<file path="src/rtl/wdt_pkg.sv">
// Constants, register map and types shared by the watchdog files.
// Assumes a 25 MHz system clock and a free-running 31 kHz oscillator pin.
package wdt_pkg;

    // ========================================================================
    // Timing
    // ========================================================================
    localparam int CLK_FREQ_KHZ = 25000;
    localparam int LF_OSC_FREQ_KHZ = 31;
    localparam int BASE_INTERVAL_MS = 1;
    // System clock cycles in one low-frequency oscillator period, rounded down.
    localparam int LF_PERIOD_CYCLES = CLK_FREQ_KHZ / LF_OSC_FREQ_KHZ;
    // Oscillator ticks in the base interval, exact: 31, not a power of two.
    localparam int BASE_TICKS_EXACT = LF_OSC_FREQ_KHZ * BASE_INTERVAL_MS;
    localparam int COUNT_W = 24;
    localparam logic [COUNT_W-1:0] BASE_RATIO = 24'h000020;

    // ========================================================================
    // Prescale field
    // ========================================================================
    localparam int SEL_W = 5;
    localparam logic [SEL_W-1:0] SEL_MAX = 5'h12;
    localparam logic [SEL_W-1:0] SEL_RESET = 5'h0B;

    // ========================================================================
    // Operating modes
    // ========================================================================
    typedef enum logic [1:0] {
        MODE_OFF = 2'h0,
        MODE_SOFT = 2'h1,
        MODE_AWAKE_ONLY = 2'h2,
        MODE_ALWAYS = 2'h3
    } wdt_mode_e;

    // ========================================================================
    // Register map (byte addresses)
    // ========================================================================
    localparam int ADR_W = 8;
    localparam logic [ADR_W-1:0] ADR_WATCHDOG_CONTROL = 8'h00;
    localparam logic [ADR_W-1:0] ADR_CORE_STATUS = 8'h04;
    localparam logic [ADR_W-1:0] ADR_IRQ_STATUS = 8'h08;
    localparam logic [ADR_W-1:0] ADR_IRQ_MASK = 8'h0C;
    localparam logic [ADR_W-1:0] ADR_COUNT = 8'h10;

    localparam int CTL_W = 6;
    localparam int CTL_SWEN_BIT = 0;
    localparam int CTL_SEL_LSB = 1;
    localparam logic [CTL_W-1:0] CTL_RESET = 6'h16;

    localparam int STAT_PD_BIT = 3;
    localparam int STAT_TO_BIT = 4;

    localparam int IRQ_W = 2;
    localparam int IRQ_RESET_BIT = 0;
    localparam int IRQ_WAKE_BIT = 1;

endpackage

</file>
<file path="src/rtl/lf_tick_gen.sv">
// Turns the low-frequency oscillator pin into one-cycle tick pulses.
// Assumes the oscillator is far slower than clk_i.
`timescale 1ns/1ps
module lf_tick_gen (
    input wire logic clk_i,
    input wire logic rst_i,
    input wire logic lf_osc_i,
    output logic tick_o
);

    // ========================================================================
    // State
    // ========================================================================
    typedef struct packed {
        logic sync1;
        logic sync2;
        logic prev;
        logic tick;
    } tick_state_s;

    tick_state_s q;
    tick_state_s d;

    // ========================================================================
    // Synchroniser and rising edge detect
    // ========================================================================
    always_comb begin
        d = q;
        d.sync1 = lf_osc_i;
        d.sync2 = q.sync1;
        d.prev = q.sync2;
        d.tick = q.sync2 & ~q.prev;
    end

    always_ff @(posedge clk_i) begin
        if (rst_i) begin
            q <= '0;
        end else begin
            q <= d;
        end
    end

    assign tick_o = q.tick;

endmodule // lf_tick_gen

</file>
<file path="src/rtl/watchdog_timer_block.sv">
// Watchdog timer with Wishbone registers, sleep wake-up and status flags.
// Assumes CPU event inputs come from logic on clk_i and the oscillator is a pin.
//
// Notes on behaviour
// Counter advances on low-frequency oscillator ticks.
// Base interval is one millisecond nominal.
// Timeout while awake requests device reset.
// Two-bit mode; code 00 always off.
// Mode 11 active always, even sleeping.
// Mode 10 active awake, off sleeping.
// Mode 01 follows software enable bit.
// Prescale selects 1 ms to 256 s.
// Reset loads two-second prescale selection.
// Counter cleared on all listed conditions.
// Sleep entry clears, then counting resumes.
// Wake clears; held clear during start-up timer.
// Timeout while sleeping wakes, no reset.
// Timeout updates timeout and power-down flags; the code clears only to_n and leaves pd_n unchanged.
// Prescale decode doubles; reserved codes minimum.
// Software enable ignored outside mode 01.
// Sleep clears power-down, sets timeout flag.
// Clears land in the tick domain safely.
//
// Local design decisions: the register addresses and the Wishbone register port.
`timescale 1ns/1ps
module watchdog_timer_block
    import wdt_pkg::*;
(
    input wire logic clk_i,
    input wire logic rst_i,
    input wire logic wb_cyc_i,
    input wire logic wb_stb_i,
    input wire logic wb_we_i,
    input wire logic [ADR_W-1:0] wb_adr_i,
    input wire logic [31:0] wb_dat_i,
    input wire logic [3:0] wb_sel_i,
    output logic [31:0] wb_dat_o,
    output logic wb_ack_o,
    input wire logic low_freq_internal_osc_i,
    input wire logic [1:0] watchdog_mode_cfg_i,
    input wire logic watchdog_clear_instr_i,
    input wire logic sleep_instr_i,
    input wire logic wake_event_i,
    input wire logic osc_fail_i,
    input wire logic osc_startup_timer_i,
    output logic device_reset_o,
    output logic wake_o,
    output logic sleeping_o,
    output logic timeout_flag_n_o,
    output logic powerdown_flag_n_o,
    output logic irq_o
);

    // ========================================================================
    // State
    // ========================================================================
    typedef struct packed {
        logic [CTL_W-1:0] ctl;
        logic to_n;
        logic pd_n;
        logic sleeping;
        logic [COUNT_W-1:0] count;
        logic [IRQ_W-1:0] irq_status;
        logic [IRQ_W-1:0] irq_mask;
        logic ack;
        logic [31:0] dat;
        logic reset_pulse;
        logic wake_pulse;
    } wdt_state_s;

    wdt_state_s q;
    wdt_state_s d;

    logic tick;
    wdt_mode_e mode;
    logic [SEL_W-1:0] sel;
    logic swen;
    logic active;
    logic clear;
    logic [COUNT_W-1:0] ratio_m1;
    logic expire;
    logic req;
    logic wr;
    logic [IRQ_W-1:0] irq_set;
    logic [IRQ_W-1:0] irq_w1c;

    // ========================================================================
    // Oscillator tick
    // ========================================================================
    lf_tick_gen lf_tick_gen_i (
        .clk_i(clk_i),
        .rst_i(rst_i),
        .lf_osc_i(low_freq_internal_osc_i),
        .tick_o(tick)
    );

    // ========================================================================
    // Mode, enable and timeout decode
    // ========================================================================
    assign mode = wdt_mode_e'(watchdog_mode_cfg_i);
    assign sel = q.ctl[CTL_SEL_LSB +: SEL_W];
    assign swen = q.ctl[CTL_SWEN_BIT];

    always_comb begin
        case (mode)
            MODE_ALWAYS: active = 1'b1;
            MODE_AWAKE_ONLY: active = ~q.sleeping;
            MODE_SOFT: active = swen;
            MODE_OFF: active = 1'b0;
            default: active = 1'b0;
        endcase
    end

    always_comb begin
        if (sel <= SEL_MAX) begin
            ratio_m1 = (BASE_RATIO << sel) - BASE_RATIO / BASE_RATIO;
        end else begin
            ratio_m1 = BASE_RATIO - 24'h000001;
        end
    end

    // Every clear source is on clk_i, as is the tick, so none can be missed.
    assign clear = watchdog_clear_instr_i | sleep_instr_i | wake_event_i | osc_fail_i
        | osc_startup_timer_i | ~active;
    assign expire = tick & active & ~clear & (q.count == ratio_m1);

    // ========================================================================
    // Bus decode
    // ========================================================================
    assign req = wb_cyc_i & wb_stb_i;
    assign wr = req & wb_we_i & q.ack & wb_sel_i[0];
    assign irq_set = {expire & q.sleeping, expire & ~q.sleeping};
    assign irq_w1c = (wr && wb_adr_i == ADR_IRQ_STATUS) ? wb_dat_i[IRQ_W-1:0] : '0;

    // ========================================================================
    // Next state
    // ========================================================================
    always_comb begin
        d = q;
        d.reset_pulse = 1'b0;
        d.wake_pulse = 1'b0;

        // Counter.
        if (clear) begin
            d.count = '0;
        end else if (expire) begin
            d.count = '0;
        end else if (tick) begin
            d.count = q.count + 24'h000001;
        end

        // Sleep entry and exit.
        if (sleep_instr_i && !q.sleeping) begin
            d.sleeping = 1'b1;
            d.pd_n = 1'b0;
            d.to_n = 1'b1;
        end
        if (wake_event_i) begin
            d.sleeping = 1'b0;
        end
        if (watchdog_clear_instr_i) begin
            d.to_n = 1'b1;
            d.pd_n = 1'b1;
        end

        // Timeout.
        if (expire) begin
            d.to_n = 1'b0;
            if (q.sleeping) begin
                d.sleeping = 1'b0;
                d.wake_pulse = 1'b1;
            end else begin
                d.reset_pulse = 1'b1;
            end
        end

        // Interrupt status: a new event wins over a write-one clear.
        d.irq_status = (q.irq_status & ~irq_w1c) | irq_set;

        // Register writes take effect on the acknowledge edge.
        if (wr) begin
            case (wb_adr_i)
                ADR_WATCHDOG_CONTROL: d.ctl = wb_dat_i[CTL_W-1:0];
                ADR_IRQ_MASK: d.irq_mask = wb_dat_i[IRQ_W-1:0];
                default: d.ctl = q.ctl;
            endcase
        end

        // Acknowledge one cycle after the request, read data with it.
        d.ack = req & ~q.ack;
        if (req && !q.ack) begin
            case (wb_adr_i)
                ADR_WATCHDOG_CONTROL: d.dat = {26'h0000000, q.ctl};
                ADR_CORE_STATUS: begin
                    d.dat = '0;
                    d.dat[STAT_TO_BIT] = q.to_n;
                    d.dat[STAT_PD_BIT] = q.pd_n;
                end
                ADR_IRQ_STATUS: d.dat = {30'h00000000, q.irq_status};
                ADR_IRQ_MASK: d.dat = {30'h00000000, q.irq_mask};
                ADR_COUNT: d.dat = {8'h00, q.count};
                default: d.dat = '0;
            endcase
        end
    end

    // ========================================================================
    // Registers
    // ========================================================================
    always_ff @(posedge clk_i) begin
        if (rst_i) begin
            q <= '0;
            q.ctl <= CTL_RESET;
            q.to_n <= 1'b1;
            q.pd_n <= 1'b1;
        end else begin
            q <= d;
        end
    end

    // ========================================================================
    // Outputs
    // ========================================================================
    assign wb_dat_o = q.dat;
    assign wb_ack_o = q.ack;
    assign device_reset_o = q.reset_pulse;
    assign wake_o = q.wake_pulse;
    assign sleeping_o = q.sleeping;
    assign timeout_flag_n_o = q.to_n;
    assign powerdown_flag_n_o = q.pd_n;
    assign irq_o = |(q.irq_status & q.irq_mask);

endmodule // watchdog_timer_block

</file>
<file path="config.mk">
export PLATFORM = sky130hd
export DESIGN_NAME = watchdog_timer_block
export DESIGN_NICKNAME = d
export VERILOG_FILES = /design/src/rtl/wdt_pkg.sv /design/src/rtl/lf_tick_gen.sv /design/src/rtl/watchdog_timer_block.sv
export SDC_FILE = /design/constraint.sdc
export NUM_CORES = 1
export LEC_CHECK = 0
export BUFFER_PORTS_ARGS = -buffer_cell sky130_fd_sc_hd__buf_2
export CORE_ASPECT_RATIO = 0.9
export CORE_MARGIN = 3
export CORE_UTILIZATION = 58
export CTS_CLUSTER_SIZE = 30
export DETAILED_ROUTE_END_ITERATION = 10
export GPL_ROUTABILITY_DRIVEN = 0
export GPL_TIMING_DRIVEN = 0
export PLACE_DENSITY = 0.83
export SLEW_MARGIN = 10
export SYNTH_ARGS = -nofsm -noshare
export SYNTH_HDL_FRONTEND = slang
export SYNTH_HIERARCHICAL = 1
export SYNTH_SLANG_ARGS = --single-unit
</file>
<file path="constraint.sdc">
create_clock -name clk_i -period 6.1 [get_ports clk_i]
set_input_delay 0.305 -clock clk_i [delete_from_list [all_inputs] [get_ports clk_i]]
set_output_delay 0.305 -clock clk_i [all_outputs]
set_load 0.02 [all_outputs]
</file>
==> summary.md, run 1 <==
| Metric | Value |
|---|---|
| Grt ovf | 0 |
| DR iter-0 viols | 351 |
| Cell taking the most area after synthesis | dfxtp_1 |
| Final period util | 0.649 |
| Most used cell, CP | nor3_1 |
| CTS tree | built |
| Setup violations, final | 0 |
| Vias | 3,708 |
| Htree depth | 3 |
| Avg Inst Size Synth | 8.12 µm² |
| Core area | 6280 µm² |
| Max FFs per register | 34 |
| Most area-consuming cells after synthesis | dfxtp_1 (35%), buf_4 (6.8%), a22oi_1 (5.5%) |
| Die height | 83.2 µm |
| Post-synthesis sequential area ratio | 0.354 |
| DRC viols | 0 |
| Area after DPL | 4260 µm² |
| CTS Root Cell | clkbuf_8 |
| FILL cells | 541 |
| Cell Count, Final, Fillers Out | 640 |
| Worst vdd rail ir drop | 0.200 mV |
| Resize count post-CTS | 0 |
| Post-CTS setup buffer count | 0 |
| Rel. slew slack | 0.446 |
| Port buffer count | 57 |
| Wire length of the first global-routing pass | 16.0 mm |
| Initial Util | 0.611 |
| WP data required | 6.31 ns |
| Run status | finished clean |
| Critical Path Source Type | flop |
| Post-synthesis mux area share | 0.0186 |
| CP top delay family | simple AND/OR/NAND/NOR gates |
| Yosys top cell area share | 0.354 |
| Main synth FF type | dfxtp_1 |
| Placement Setup Slack | 2.19 ns |
| Yosys warning count | 6 |
| CP Buf/Inv Count | 3 |
| Final WS setup | 2.14 ns |
| F_max | 253 MHz |
| Share of cells above drive strength 1 | 0.237 |
| # nets final | 607 |
| Antenna cells | 0 |
| Post-DRT Antenna Nets | 0 |
| Hold WC Path Type | input port to flop |
| Largest family of logic cells by synthesized area | simple AND/OR/NAND/NOR gates |
| Std cell rows | 27 |
| Clock sinks | 68 |
| Worst-Margin Slew | 0.824 ns |
| CP max stage delay | 0.58 ns |
| Max stage delay cell, worst path | or4_1 |
| RSZ-0062 raised after global routing | no |
| CP cell instances | buf_2 -> buf_1 -> nor3_1 -> nand2_1 -> ha_1 -> or3b_2 -> nor3_1 -> a311oi_2 -> xnor2_1 -> or4_1 -> nor3_2 -> buf_2 -> nor3_1 |
| CTS buffer count | 9 |
| Final Instance Area | 4440 µm² |
| Period minus WS final | 3.96 ns |
| Post-Synthesis Cells | 473 |
| CTS Hold Bufs | 0 |
| WS Path Type | flop to flop |
| Width of the die | 91.8 µm |
| Synth unique cells | 60 |
| Crit. End Element | flop |
| Post-Synth XOR/XNOR Area | 0.0798 |
| CTS Buffer Depth | 2 |
| DPL Wire Length | 7.34 mm |
| CP Data Arrival Time | 4.17 ns |
| Post-DR vias/cell | 5.79 |
| Final Max Tran Viols | 0 |
| Most flop-heavy register | q |
| DR pass1 iterations | 5 |
| Setup TNS | 0 ns |
| Post-synth top cells | dfxtp_1 (68), nor2_1 (51), buf_4 (35), nor3_1 (35), nand2_1 (30) |
| Worst-path clk slew | 0.07 ns |
| Critical-path maximum fanout | 10 |
| Synthesized area | 3840 µm² |
| Area grow syn2layout | 15.6% |
| Seq cells post-synth | 68 |
| Largest net degree at the start of global routing | 13 |
| Area of the die | 7640 µm² |
| Pleak | 1.78 nW |
| IO Pins | 96 |
| Placed Instances | 624 |
| Async set or reset register ratio after synthesis | 0 |
| Power Density | 186 nW/µm² |
| Fin util | 0.706 |
| Initial antenna violation count | 0 |
| Fin. Hold Viols | 0 |
| Post-synth EDFFs | 0 |
| Synth Area in Adders | 0.00651 |
| Total GRT Usage | 0.257 |
| Vias in the first global route | 3,324 |
| Later-pin clock latency in the skew report | 0.35 ns |
| Post-synthesis compound-gate area fraction | 0.139 |
| Worst Clk Skew | 0.0101 ns |
| Wirelength, routed | 9.88 mm |
| Count leader, synth | dfxtp_1 |
| Post-Synth Simple-Gate Area | 0.291 |
| Max cap viols | 0 |
| Power after layout | 0.825 mW |
| Fin Hold WS | 0.168 ns |
| DR WL/cell | 15.4 µm |
[layout make-up]
| type | count | area [µm²] | share of cell area |
|---|---|---|---|
| Multi-Input combinational cell | 337 | 2080 | 0.469 |
| Clock inverter | 6 | 40.0 | 0.00902 |
| Clock buffer | 10 | 138 | 0.0310 |
| Buffer | 67 | 394 | 0.0888 |
| Tap cell | 87 | 109 | 0.0245 |
| Inverter | 8 | 30.0 | 0.00676 |
| Sequential cell | 68 | 1360 | 0.307 |
| Timing Repair Buffer | 57 | 285 | 0.0643 |
[metal layers]
metal / vias up / part of all wire / track usage
met4: 0 / 0.011 / 0.0567
met2: 168 / 0.46 / 0.399
met3: 17 / 0.080 / 0.0752
li1: 1783 / - / -
met5: - / 0 / 0
met1: 1740 / 0.45 / 0.352
[path summary, 6_finish.rpt]
| kind | start | endpoint | slack, ns | depth (start not counted) |
|---|---|---|---|---|
| worst max-delay path | q[68]$_SDFFE_PP1P_ | q[40]$_SDFFE_PP0P_ | 2.14 | 13 |
| worst min-delay path | low_freq_internal_osc_i | lf_tick_gen_i/d[2]$_SDFF_PP0_ | 0.17 | 2 |
| worst max register to register | q[68]$_SDFFE_PP1P_ | q[40]$_SDFFE_PP0P_ | 2.14 | 13 |
| worst min register to register | lf_tick_gen_i/q[1]$_SDFF_PP0_ | lf_tick_gen_i/tick_o$_SDFF_PP0_ | 0.41 | 1 |
[kinds of logic after synthesis]
group	count (synthesis)
AOI/OAI and AO/OA	77
DFF	68
muxes	7
buffers and inverters	75
adders and majority gates	2
and+or+nand+nor	208
xor gates and xnor gates	35
other	1
[cells in the final DEF, fill, tap and decap left out, types with 3 or more instances in the layout]
master / count
mux2i_1: 6
xnor2_1: 19
conb_1: 8
nor4_1: 3
o21ai_0: 13
nand2_1: 30
and4_1: 3
nor2b_1: 13
nor4bb_1: 4
clkbuf_8: 10
buf_2: 66
nand3_1: 20
clkbuf_1: 19
and3_1: 8
or4_1: 5
buf_4: 35
or2_2: 3
xor2_1: 16
a21oi_1: 16
nor3_1: 35
a22oi_1: 28
or3_1: 3
nand4_1: 7
clkinv_2: 3
nand4b_1: 4
buf_1: 4
dfxtp_1: 68
nor2_1: 51
and2_1: 3
inv_1: 7
[where the power goes]
group          leakage [nW]  internal [mW]  switching (mW)
logic                  1.14         0.0165          0.0273
clock network        0.0920          0.158           0.176
registers             0.549          0.445         0.00183
total                  1.78          0.620           0.205
No activity file was read; power rests on OpenSTA's default activity.
==> run 2: changes to the inputs <==
Settings changed: CORE_UTILIZATION 58 to 48, PLACE_DENSITY 0.83 to 0.73.
Clock period 6.1 ns to 3.2 ns, I/O delays scaled along.
==> run 2 against run 1 <==
Utilization is 7.9 points lower. Combinational power rose by 90%. Worst hold slack worse by 0.14 ns. First-iteration DRC count fell by 26%. Cell count is 3.0% higher. Critical endpoint is now device_reset_o$_SDFF_PP0_. Highest routed layer unchanged.
==> summary.md, run 2 (synthesis results as in run 1) <==
| Metric | Value |
|---|---|
| CTS Root Cell | clkbuf_8 (unchanged) |
| Antenna cells | 0 (unchanged) |
| Grt ovf | 0 (unchanged) |
| WS Path Type | flop to flop (unchanged) |
| Fin util | 0.628 (was 0.706) |
| Power after layout | 1.67 mW (was 0.825 mW) |
| Fin Hold WS | 0.0274 ns (was 0.168 ns) |
| Clock sinks | 68 (unchanged) |
| FILL cells | 716 (was 541) |
| Fin. Hold Viols | 0 (unchanged) |
| CP cell instances | or2_1 -> buf_6 -> nor3_2 -> nand2_1 -> ha_4 -> or3b_4 -> nor3_4 -> a311oi_2 -> xnor2_1 -> or4_4 -> nor3_4 -> buf_6 -> buf_6 -> nor3b_2 (was buf_2 -> buf_1 -> nor3_1 -> nand2_1 -> ha_1 -> or3b_2 -> nor3_1 -> a311oi_2 -> xnor2_1 -> or4_1 -> nor3_2 -> buf_2 -> nor3_1) |
| DPL Wire Length | 7.42 mm (was 7.34 mm) |
| Placement Setup Slack | -0.571 ns (was 2.19 ns) |
| Initial antenna violation count | 0 (unchanged) |
| CTS tree | built (unchanged) |
| Core area | 7660 µm² (was 6280 µm²) |
| Vias in the first global route | 3,311 (was 3,324) |
| Worst-Margin Slew | 0.868 ns (was 0.824 ns) |
| Max cap viols | 0 (unchanged) |
| CP max stage delay | 0.55 ns (was 0.58 ns) |
| Hold WC Path Type | input port to flop (unchanged) |
| Std cell rows | 30 (was 27) |
| Area grow syn2layout | 25.2% (was 15.6%) |
| Post-DRT Antenna Nets | 0 (unchanged) |
| Period minus WS final | 3.12 ns (was 3.96 ns) |
| Run status | finished clean (unchanged) |
| Wirelength, routed | 10.4 mm (was 9.88 mm) |
| Power Density | 347 nW/µm² (was 186 nW/µm²) |
| CTS buffer count | 9 (unchanged) |
| CTS Buffer Depth | 2 (unchanged) |
| Final WS setup | 0.0829 ns (was 2.14 ns) |
| Most flop-heavy register | q (unchanged) |
| IO Pins | 96 (unchanged) |
| Area of the die | 9110 µm² (was 7640 µm²) |
| Share of cells above drive strength 1 | 0.298 (was 0.237) |
| RSZ-0062 raised after global routing | yes (was no) |
| Vias | 3,714 (was 3,708) |
| Setup violations, final | 0 (unchanged) |
| # nets final | 617 (was 607) |
| DR pass1 iterations | 5 (unchanged) |
| CTS Hold Bufs | 0 (unchanged) |
| Port buffer count | 57 (unchanged) |
| Most used cell, CP | buf_6 (was nor3_1) |
| Critical-path maximum fanout | 5 (was 10) |
| Die height | 90.9 µm (was 83.2 µm) |
| Worst Clk Skew | 0.00975 ns (was 0.0101 ns) |
| Total GRT Usage | 0.223 (was 0.257) |
| Post-DR vias/cell | 5.64 (was 5.79) |
| Commonest non-fill, non-tap cells in the layout | dfxtp_1 (63), buf_2 (61), nor2_1 (50) (was dfxtp_1 (68), buf_2 (66), nor2_1 (51)) |
| Width of the die | 100 µm (was 91.8 µm) |
| WP data required | 3.47 ns (was 6.31 ns) |
| Max FFs per register | 34 (unchanged) |
| Initial Util | 0.502 (was 0.611) |
| Crit. End Element | flop (unchanged) |
| Pleak | 1.92 nW (was 1.78 nW) |
| Rel. slew slack | 0.417 (was 0.446) |
| Wire length of the first global-routing pass | 16.4 mm (was 16.0 mm) |
| Later-pin clock latency in the skew report | 0.34 ns (was 0.35 ns) |
| CP Data Arrival Time | 3.39 ns (was 4.17 ns) |
| Worst-path clk slew | 0.08 ns (was 0.07 ns) |
| Commonest non-fill, non-tap cell in the layout | dfxtp_1 (unchanged) |
| DR iter-0 viols | 259 (was 351) |
| Final Max Tran Viols | 0 (unchanged) |
| F_max | 321 MHz (was 253 MHz) |
| Critical Path Source Type | flop (unchanged) |
| Max stage delay cell, worst path | or4_4 (was or4_1) |
| Final period util | 0.974 (was 0.649) |
| Htree depth | 3 (unchanged) |
| Worst vdd rail ir drop | 0.260 mV (was 0.200 mV) |
| DR WL/cell | 15.7 µm (was 15.4 µm) |
| Largest net degree at the start of global routing | 13 (unchanged) |
| DRC viols | 0 (unchanged) |
==> run 2: changes by cell type in the layout (fill, tap and decap cells not counted), moves of 4 or more <==
| cell | delta |
|---|---|
| dfxtp_1 | -5 |
| buf_2 | -5 |
| buf_6 | +8 |
| nor3_1 | -4 |
| buf_4 | +6 |
==> run 2: stage by stage <==
stage / cell area (µm²) / setup TNS [ns] / instances
5_1_grt: 4810 / -0.199 / 659
3_3_place_gp: 4290 / -11.73 / 633
3_5_place_dp: 4290 / -13.16 / 633
2_1_floorplan: 3890 / 0 / 480
4_1_cts: 4720 / 0 / 656
6_report: 4810 / 0 / 659
==> run 2: critical path: cells and delay by family (launching register included) <==
kind | cells | cell delay [ns]
flip-flops | 1 | 0.34
adder cells (fa/ha/maj) | 1 | 0.18
AND/OR/NAND/NOR | 8 | 1.87
AO/OA/AOI/OAI | 1 | 0.09
XOR/XNOR | 1 | 0.17
buffers and inverters | 3 | 0.40
==> run 2: metal layers <==
metal  GRT usage  vias up  wire length [µm]
met2       0.331      153              4710
li1            -     1798                 -
met5           0        -                 0
met1       0.329     1747              4800
met3      0.0355       16               707
met4      0.0662        0               157
==> run 2: repair_timing <==
| item | CTS | global route |
|---|---|---|
| pin swaps | 9 | 13 |
| resized for setup | 41 | 17 |
| cloned | 1 | 1 |
| buffers inserted | 8 | 4 |
| setup endpoints to repair | 28 | 26 |
==> run 2: final timing paths <==
kind | from | to | slack [ns] | cells past startpoint
min reg2reg | lf_tick_gen_i/q[1]$_SDFF_PP0_ | lf_tick_gen_i/tick_o$_SDFF_PP0_ | 0.43 | 1
max reg2reg | q[70]$_SDFFE_PP1P_ | device_reset_o$_SDFF_PP0_ | 0.08 | 14
min | low_freq_internal_osc_i | lf_tick_gen_i/d[2]$_SDFF_PP0_ | 0.03 | 2
max | q[70]$_SDFFE_PP1P_ | device_reset_o$_SDFF_PP0_ | 0.08 | 14
==> run 2: layout make-up <==
type | instances | area [µm²] | share of cell area
Inverter | 8 | 30.0 | 0.00625
Tap cell | 96 | 120 | 0.0250
Sequential cell | 68 | 1380 | 0.286
Timing Repair Buffer | 70 | 412 | 0.0856
Buffer | 64 | 447 | 0.0929
Multi-Input combinational cell | 337 | 2210 | 0.461
Clock buffer | 11 | 151 | 0.0315
Clock inverter | 5 | 58.8 | 0.0122
==> run 2: power by group <==
part	switching, mW	internal (mW)
Sequential	0.00358	0.847
Combinational	0.0517	0.0315
Clock	0.333	0.404
==> run 3: changes to the inputs <==
Settings changed: BUFFER_PORTS_ARGS -buffer_cell sky130_fd_sc_hd__buf_2 to not set, CORE_UTILIZATION 48 to 57, DONT_BUFFER_PORTS set to 1, PLACE_DENSITY 0.73 to 0.72.
==> run 3 against run 2 <==
Power grew 1.6%. Clock power grew 5.0%. Sequential share of layout area grew 1.4 points. Register-to-register slack lost 0.03 ns. Critical path depth shrank 1. Setup slack lost 0.028 ns. First-iteration DRC count grew 19%. Global-route usage grew 3.5 points. Utilization grew 9.6 points. Combinational power shrank 16%. Sequential cell count is the same. Via count shrank 4.7%. Critical path type unchanged.
==> summary.md, run 3 (synthesis results as in run 1) <==
| Metric | Value |
|---|---|
| Fin Hold WS | 0.00332 ns (was 0.0274 ns) |
| DRC viols | 0 (unchanged) |
| Worst-path clk slew | 0.08 ns (about the same) |
| Rel. slew slack | 0.397 (was 0.417) |
| RSZ-0062 raised after global routing | yes (unchanged) |
| Vias | 3,541 (was 3,714) |
| CP max stage delay | 0.52 ns (was 0.55 ns) |
| CTS tree | built (unchanged) |
| DR WL/cell | 16.6 µm (was 15.7 µm) |
| Power Density | 371 nW/µm² (was 347 nW/µm²) |
| Setup violations, final | 0 (unchanged) |
| Max FFs per register | 34 (unchanged) |
| CP cell instances | or2_1 -> buf_6 -> nor3_2 -> nand2_1 -> ha_4 -> buf_4 -> nor4b_2 -> a211oi_2 -> xnor2_1 -> or4_4 -> nor3_4 -> buf_4 -> nor3_1 (was or2_1 -> buf_6 -> nor3_2 -> nand2_1 -> ha_4 -> or3b_4 -> nor3_4 -> a311oi_2 -> xnor2_1 -> or4_4 -> nor3_4 -> buf_6 -> buf_6 -> nor3b_2) |
| Run status | finished clean (unchanged) |
| Fin. Hold Viols | 0 (unchanged) |
| Critical-path maximum fanout | 10 (was 5) |
| CP top delay family | simple AND/OR/NAND/NOR gates (unchanged) |
| Max cap viols | 0 (unchanged) |
| Area grow syn2layout | 19.1% (was 25.2%) |
| WP data required | 3.42 ns (was 3.47 ns) |
| Vias in the first global route | 3,279 (was 3,311) |
| Crit. End Element | flop (unchanged) |
| Pleak | 1.68 nW (was 1.92 nW) |
| # nets final | 572 (was 617) |
| Width of the die | 92.5 µm (was 100 µm) |
| Std cell rows | 27 (was 30) |
| Hold WC Path Type | input port to flop (unchanged) |
| Worst vdd rail ir drop | 0.336 mV (was 0.260 mV) |
| Core area | 6320 µm² (was 7660 µm²) |
| Antenna cells | 0 (unchanged) |
| DR pass1 iterations | 6 (was 5) |
| Final WS setup | 0.0550 ns (was 0.0829 ns) |
| CTS Root Cell | clkbuf_8 (unchanged) |
| Wirelength, routed | 10.0 mm (was 10.4 mm) |
| Port buffer count | 0 (was 57) |
| CTS buffer count | 9 (unchanged) |
| CP Data Arrival Time | 3.37 ns (was 3.39 ns) |
| Grt ovf | 0 (unchanged) |
| Total GRT Usage | 0.258 (was 0.223) |
| DPL Wire Length | 7.06 mm (was 7.42 mm) |
| Hold EP | sleeping_o$_SDFF_PP0_ (was lf_tick_gen_i/d[2]$_SDFF_PP0_) |
| Hold Path Depth | 3 (was 2) |
| Flop-to-flop setup slack | 0.06 ns (was 0.08 ns) |
| Placement Setup Slack | -0.444 ns (was -0.571 ns) |
| Share of cells above drive strength 1 | 0.207 (was 0.298) |
| Cell Count, Final, Fillers Out | 604 (was 659) |
| Initial Util | 0.608 (was 0.502) |
| Reg2reg path depth | 13 (was 14) |
| Worst Clk Skew | 0.0103 ns (was 0.00975 ns) |
| F_max | 318 MHz (was 321 MHz) |
| Final Max Tran Viols | 0 (unchanged) |
| Commonest non-fill, non-tap cells in the layout | dfxtp_1 (65), nor2_1 (50), buf_4 (48) (was dfxtp_1 (63), buf_2 (61), nor2_1 (50)) |
| Placed Instances | 567 (was 633) |
| IO Pins | 96 (unchanged) |
| WS Path Type | flop to flop (unchanged) |
| Critical Path Source Type | flop (unchanged) |
| Worst-Margin Slew | 0.897 ns (was 0.868 ns) |
| Most flop-heavy register | q (unchanged) |
| Period minus WS final | 3.14 ns (was 3.12 ns) |
| Power after layout | 1.70 mW (was 1.67 mW) |
| Initial antenna violation count | 0 (unchanged) |
| CP Buf/Inv Count | 3 (unchanged) |
| Final period util | 0.983 (was 0.974) |
| Final Instance Area | 4570 µm² (was 4810 µm²) |
| Wire length of the first global-routing pass | 16.0 mm (was 16.4 mm) |
| Area after DPL | 4000 µm² (was 4290 µm²) |
| Largest net degree at the start of global routing | 13 (unchanged) |
| Post-DRT Antenna Nets | 0 (unchanged) |
| Setup TNS | 0 ns (unchanged) |
| Htree depth | 3 (unchanged) |
| DR iter-0 viols | 307 (was 259) |
| Reg2reg start | q[69]$_SDFFE_PP0P_ (was q[70]$_SDFFE_PP1P_) |
| Max stage delay cell, worst path | or4_4 (unchanged) |
| Die height | 83.9 µm (was 90.9 µm) |
| Fin util | 0.724 (was 0.628) |
| Commonest non-fill, non-tap cell in the layout | dfxtp_1 (unchanged) |
| Worst Hold Launch | wake_event_i (was low_freq_internal_osc_i) |
| CTS Buffer Depth | 2 (unchanged) |
| Later-pin clock latency in the skew report | 0.35 ns (was 0.34 ns) |
| Area of the die | 7760 µm² (was 9110 µm²) |
| Most used cell, CP | buf_4 (was buf_6) |
| FF-to-FF End | q[60]$_SDFFE_PP0P_ (was device_reset_o$_SDFF_PP0_) |
| Clock sinks | 68 (unchanged) |
| Post-DR vias/cell | 5.86 (was 5.64) |
==> run 3: changes by cell type in the layout (fill, tap and decap cells not counted), sizes merged <==
cell	previous run	this run
buf	114	62
dlygate4sd3	0	9
clkbuf	31	27
bufinv	1	2
==> run 3: final cells by class <==
cell class / instances / area, µm²
multi-input combinational: 337 / 2200
fill: 510 / 1740
sequential: 68 / 1370
buffer: 65 / 440
timing repair buffer: 24 / 206
clock buffer: 9 / 124
tap: 87 / 109
clock inverter: 6 / 88.8
inverter: 8 / 30.0
==> run 3: timing repair <==
item / CTS / global route
setup endpoints to repair: 28 / 26
hold buffers: 9 / 0
cloned: 0 / 1
setup buffers: 6 / 8
resized for setup: 27 / 20
pin swaps: 8 / 8
hold endpoints to repair: 14 / 0
==> run 3: worst reg2reg max path: stages (launching register included) <==
cell	delay, ns
dfxtp_4	0.37
or2_1	0.22
buf_6	0.12
nor3_2	0.10
nand2_1	0.11
ha_4	0.18
buf_4	0.17
nor4b_2	0.33
a211oi_2	0.14
xnor2_1	0.17
or4_4	0.52
nor3_4	0.32
buf_4	0.22
nor3_1	0.05
==> run 3: worst max path at each step <==
stage	start	cells past startpoint	to	slack [ns]
global placement	q[68]$_SDFFE_PP1P_	14	q[45]$_SDFFE_PP0P_	-0.45
CTS	q[67]$_SDFFE_PP1P_	12	q[37]$_SDFF_PP0_	0.007
finish	q[69]$_SDFFE_PP0P_	13	q[60]$_SDFFE_PP0P_	0.06
detailed placement	q[68]$_SDFFE_PP1P_	14	q[44]$_SDFFE_PP0P_	-0.44
global route	q[68]$_SDFFE_PP1P_	14	device_reset_o$_SDFF_PP0_	-0.08
floorplan	q[69]$_SDFFE_PP0P_	14	q[37]$_SDFF_PP0_	0.03
==> run 3: power by group <==
group / leakage, nW / internal (mW) / total, mW / switching [mW]
combinational: 1.03 / 0.0268 / 0.0703 / 0.0434
clock: 0.102 / 0.435 / 0.773 / 0.338
sequential: 0.549 / 0.847 / 0.854 / 0.00625
total: 1.68 / 1.31 / 1.70 / 0.387
==> run 3: layer usage <==
layer / track usage / routed length, µm / vias up
li1: - / - / 1715
met1: 0.368 / 4560 / 1671
met2: 0.381 / 4550 / 134
met3: 0.0622 / 719 / 21
met4: 0.0823 / 187 / 0
met5: 0 / 0 / -
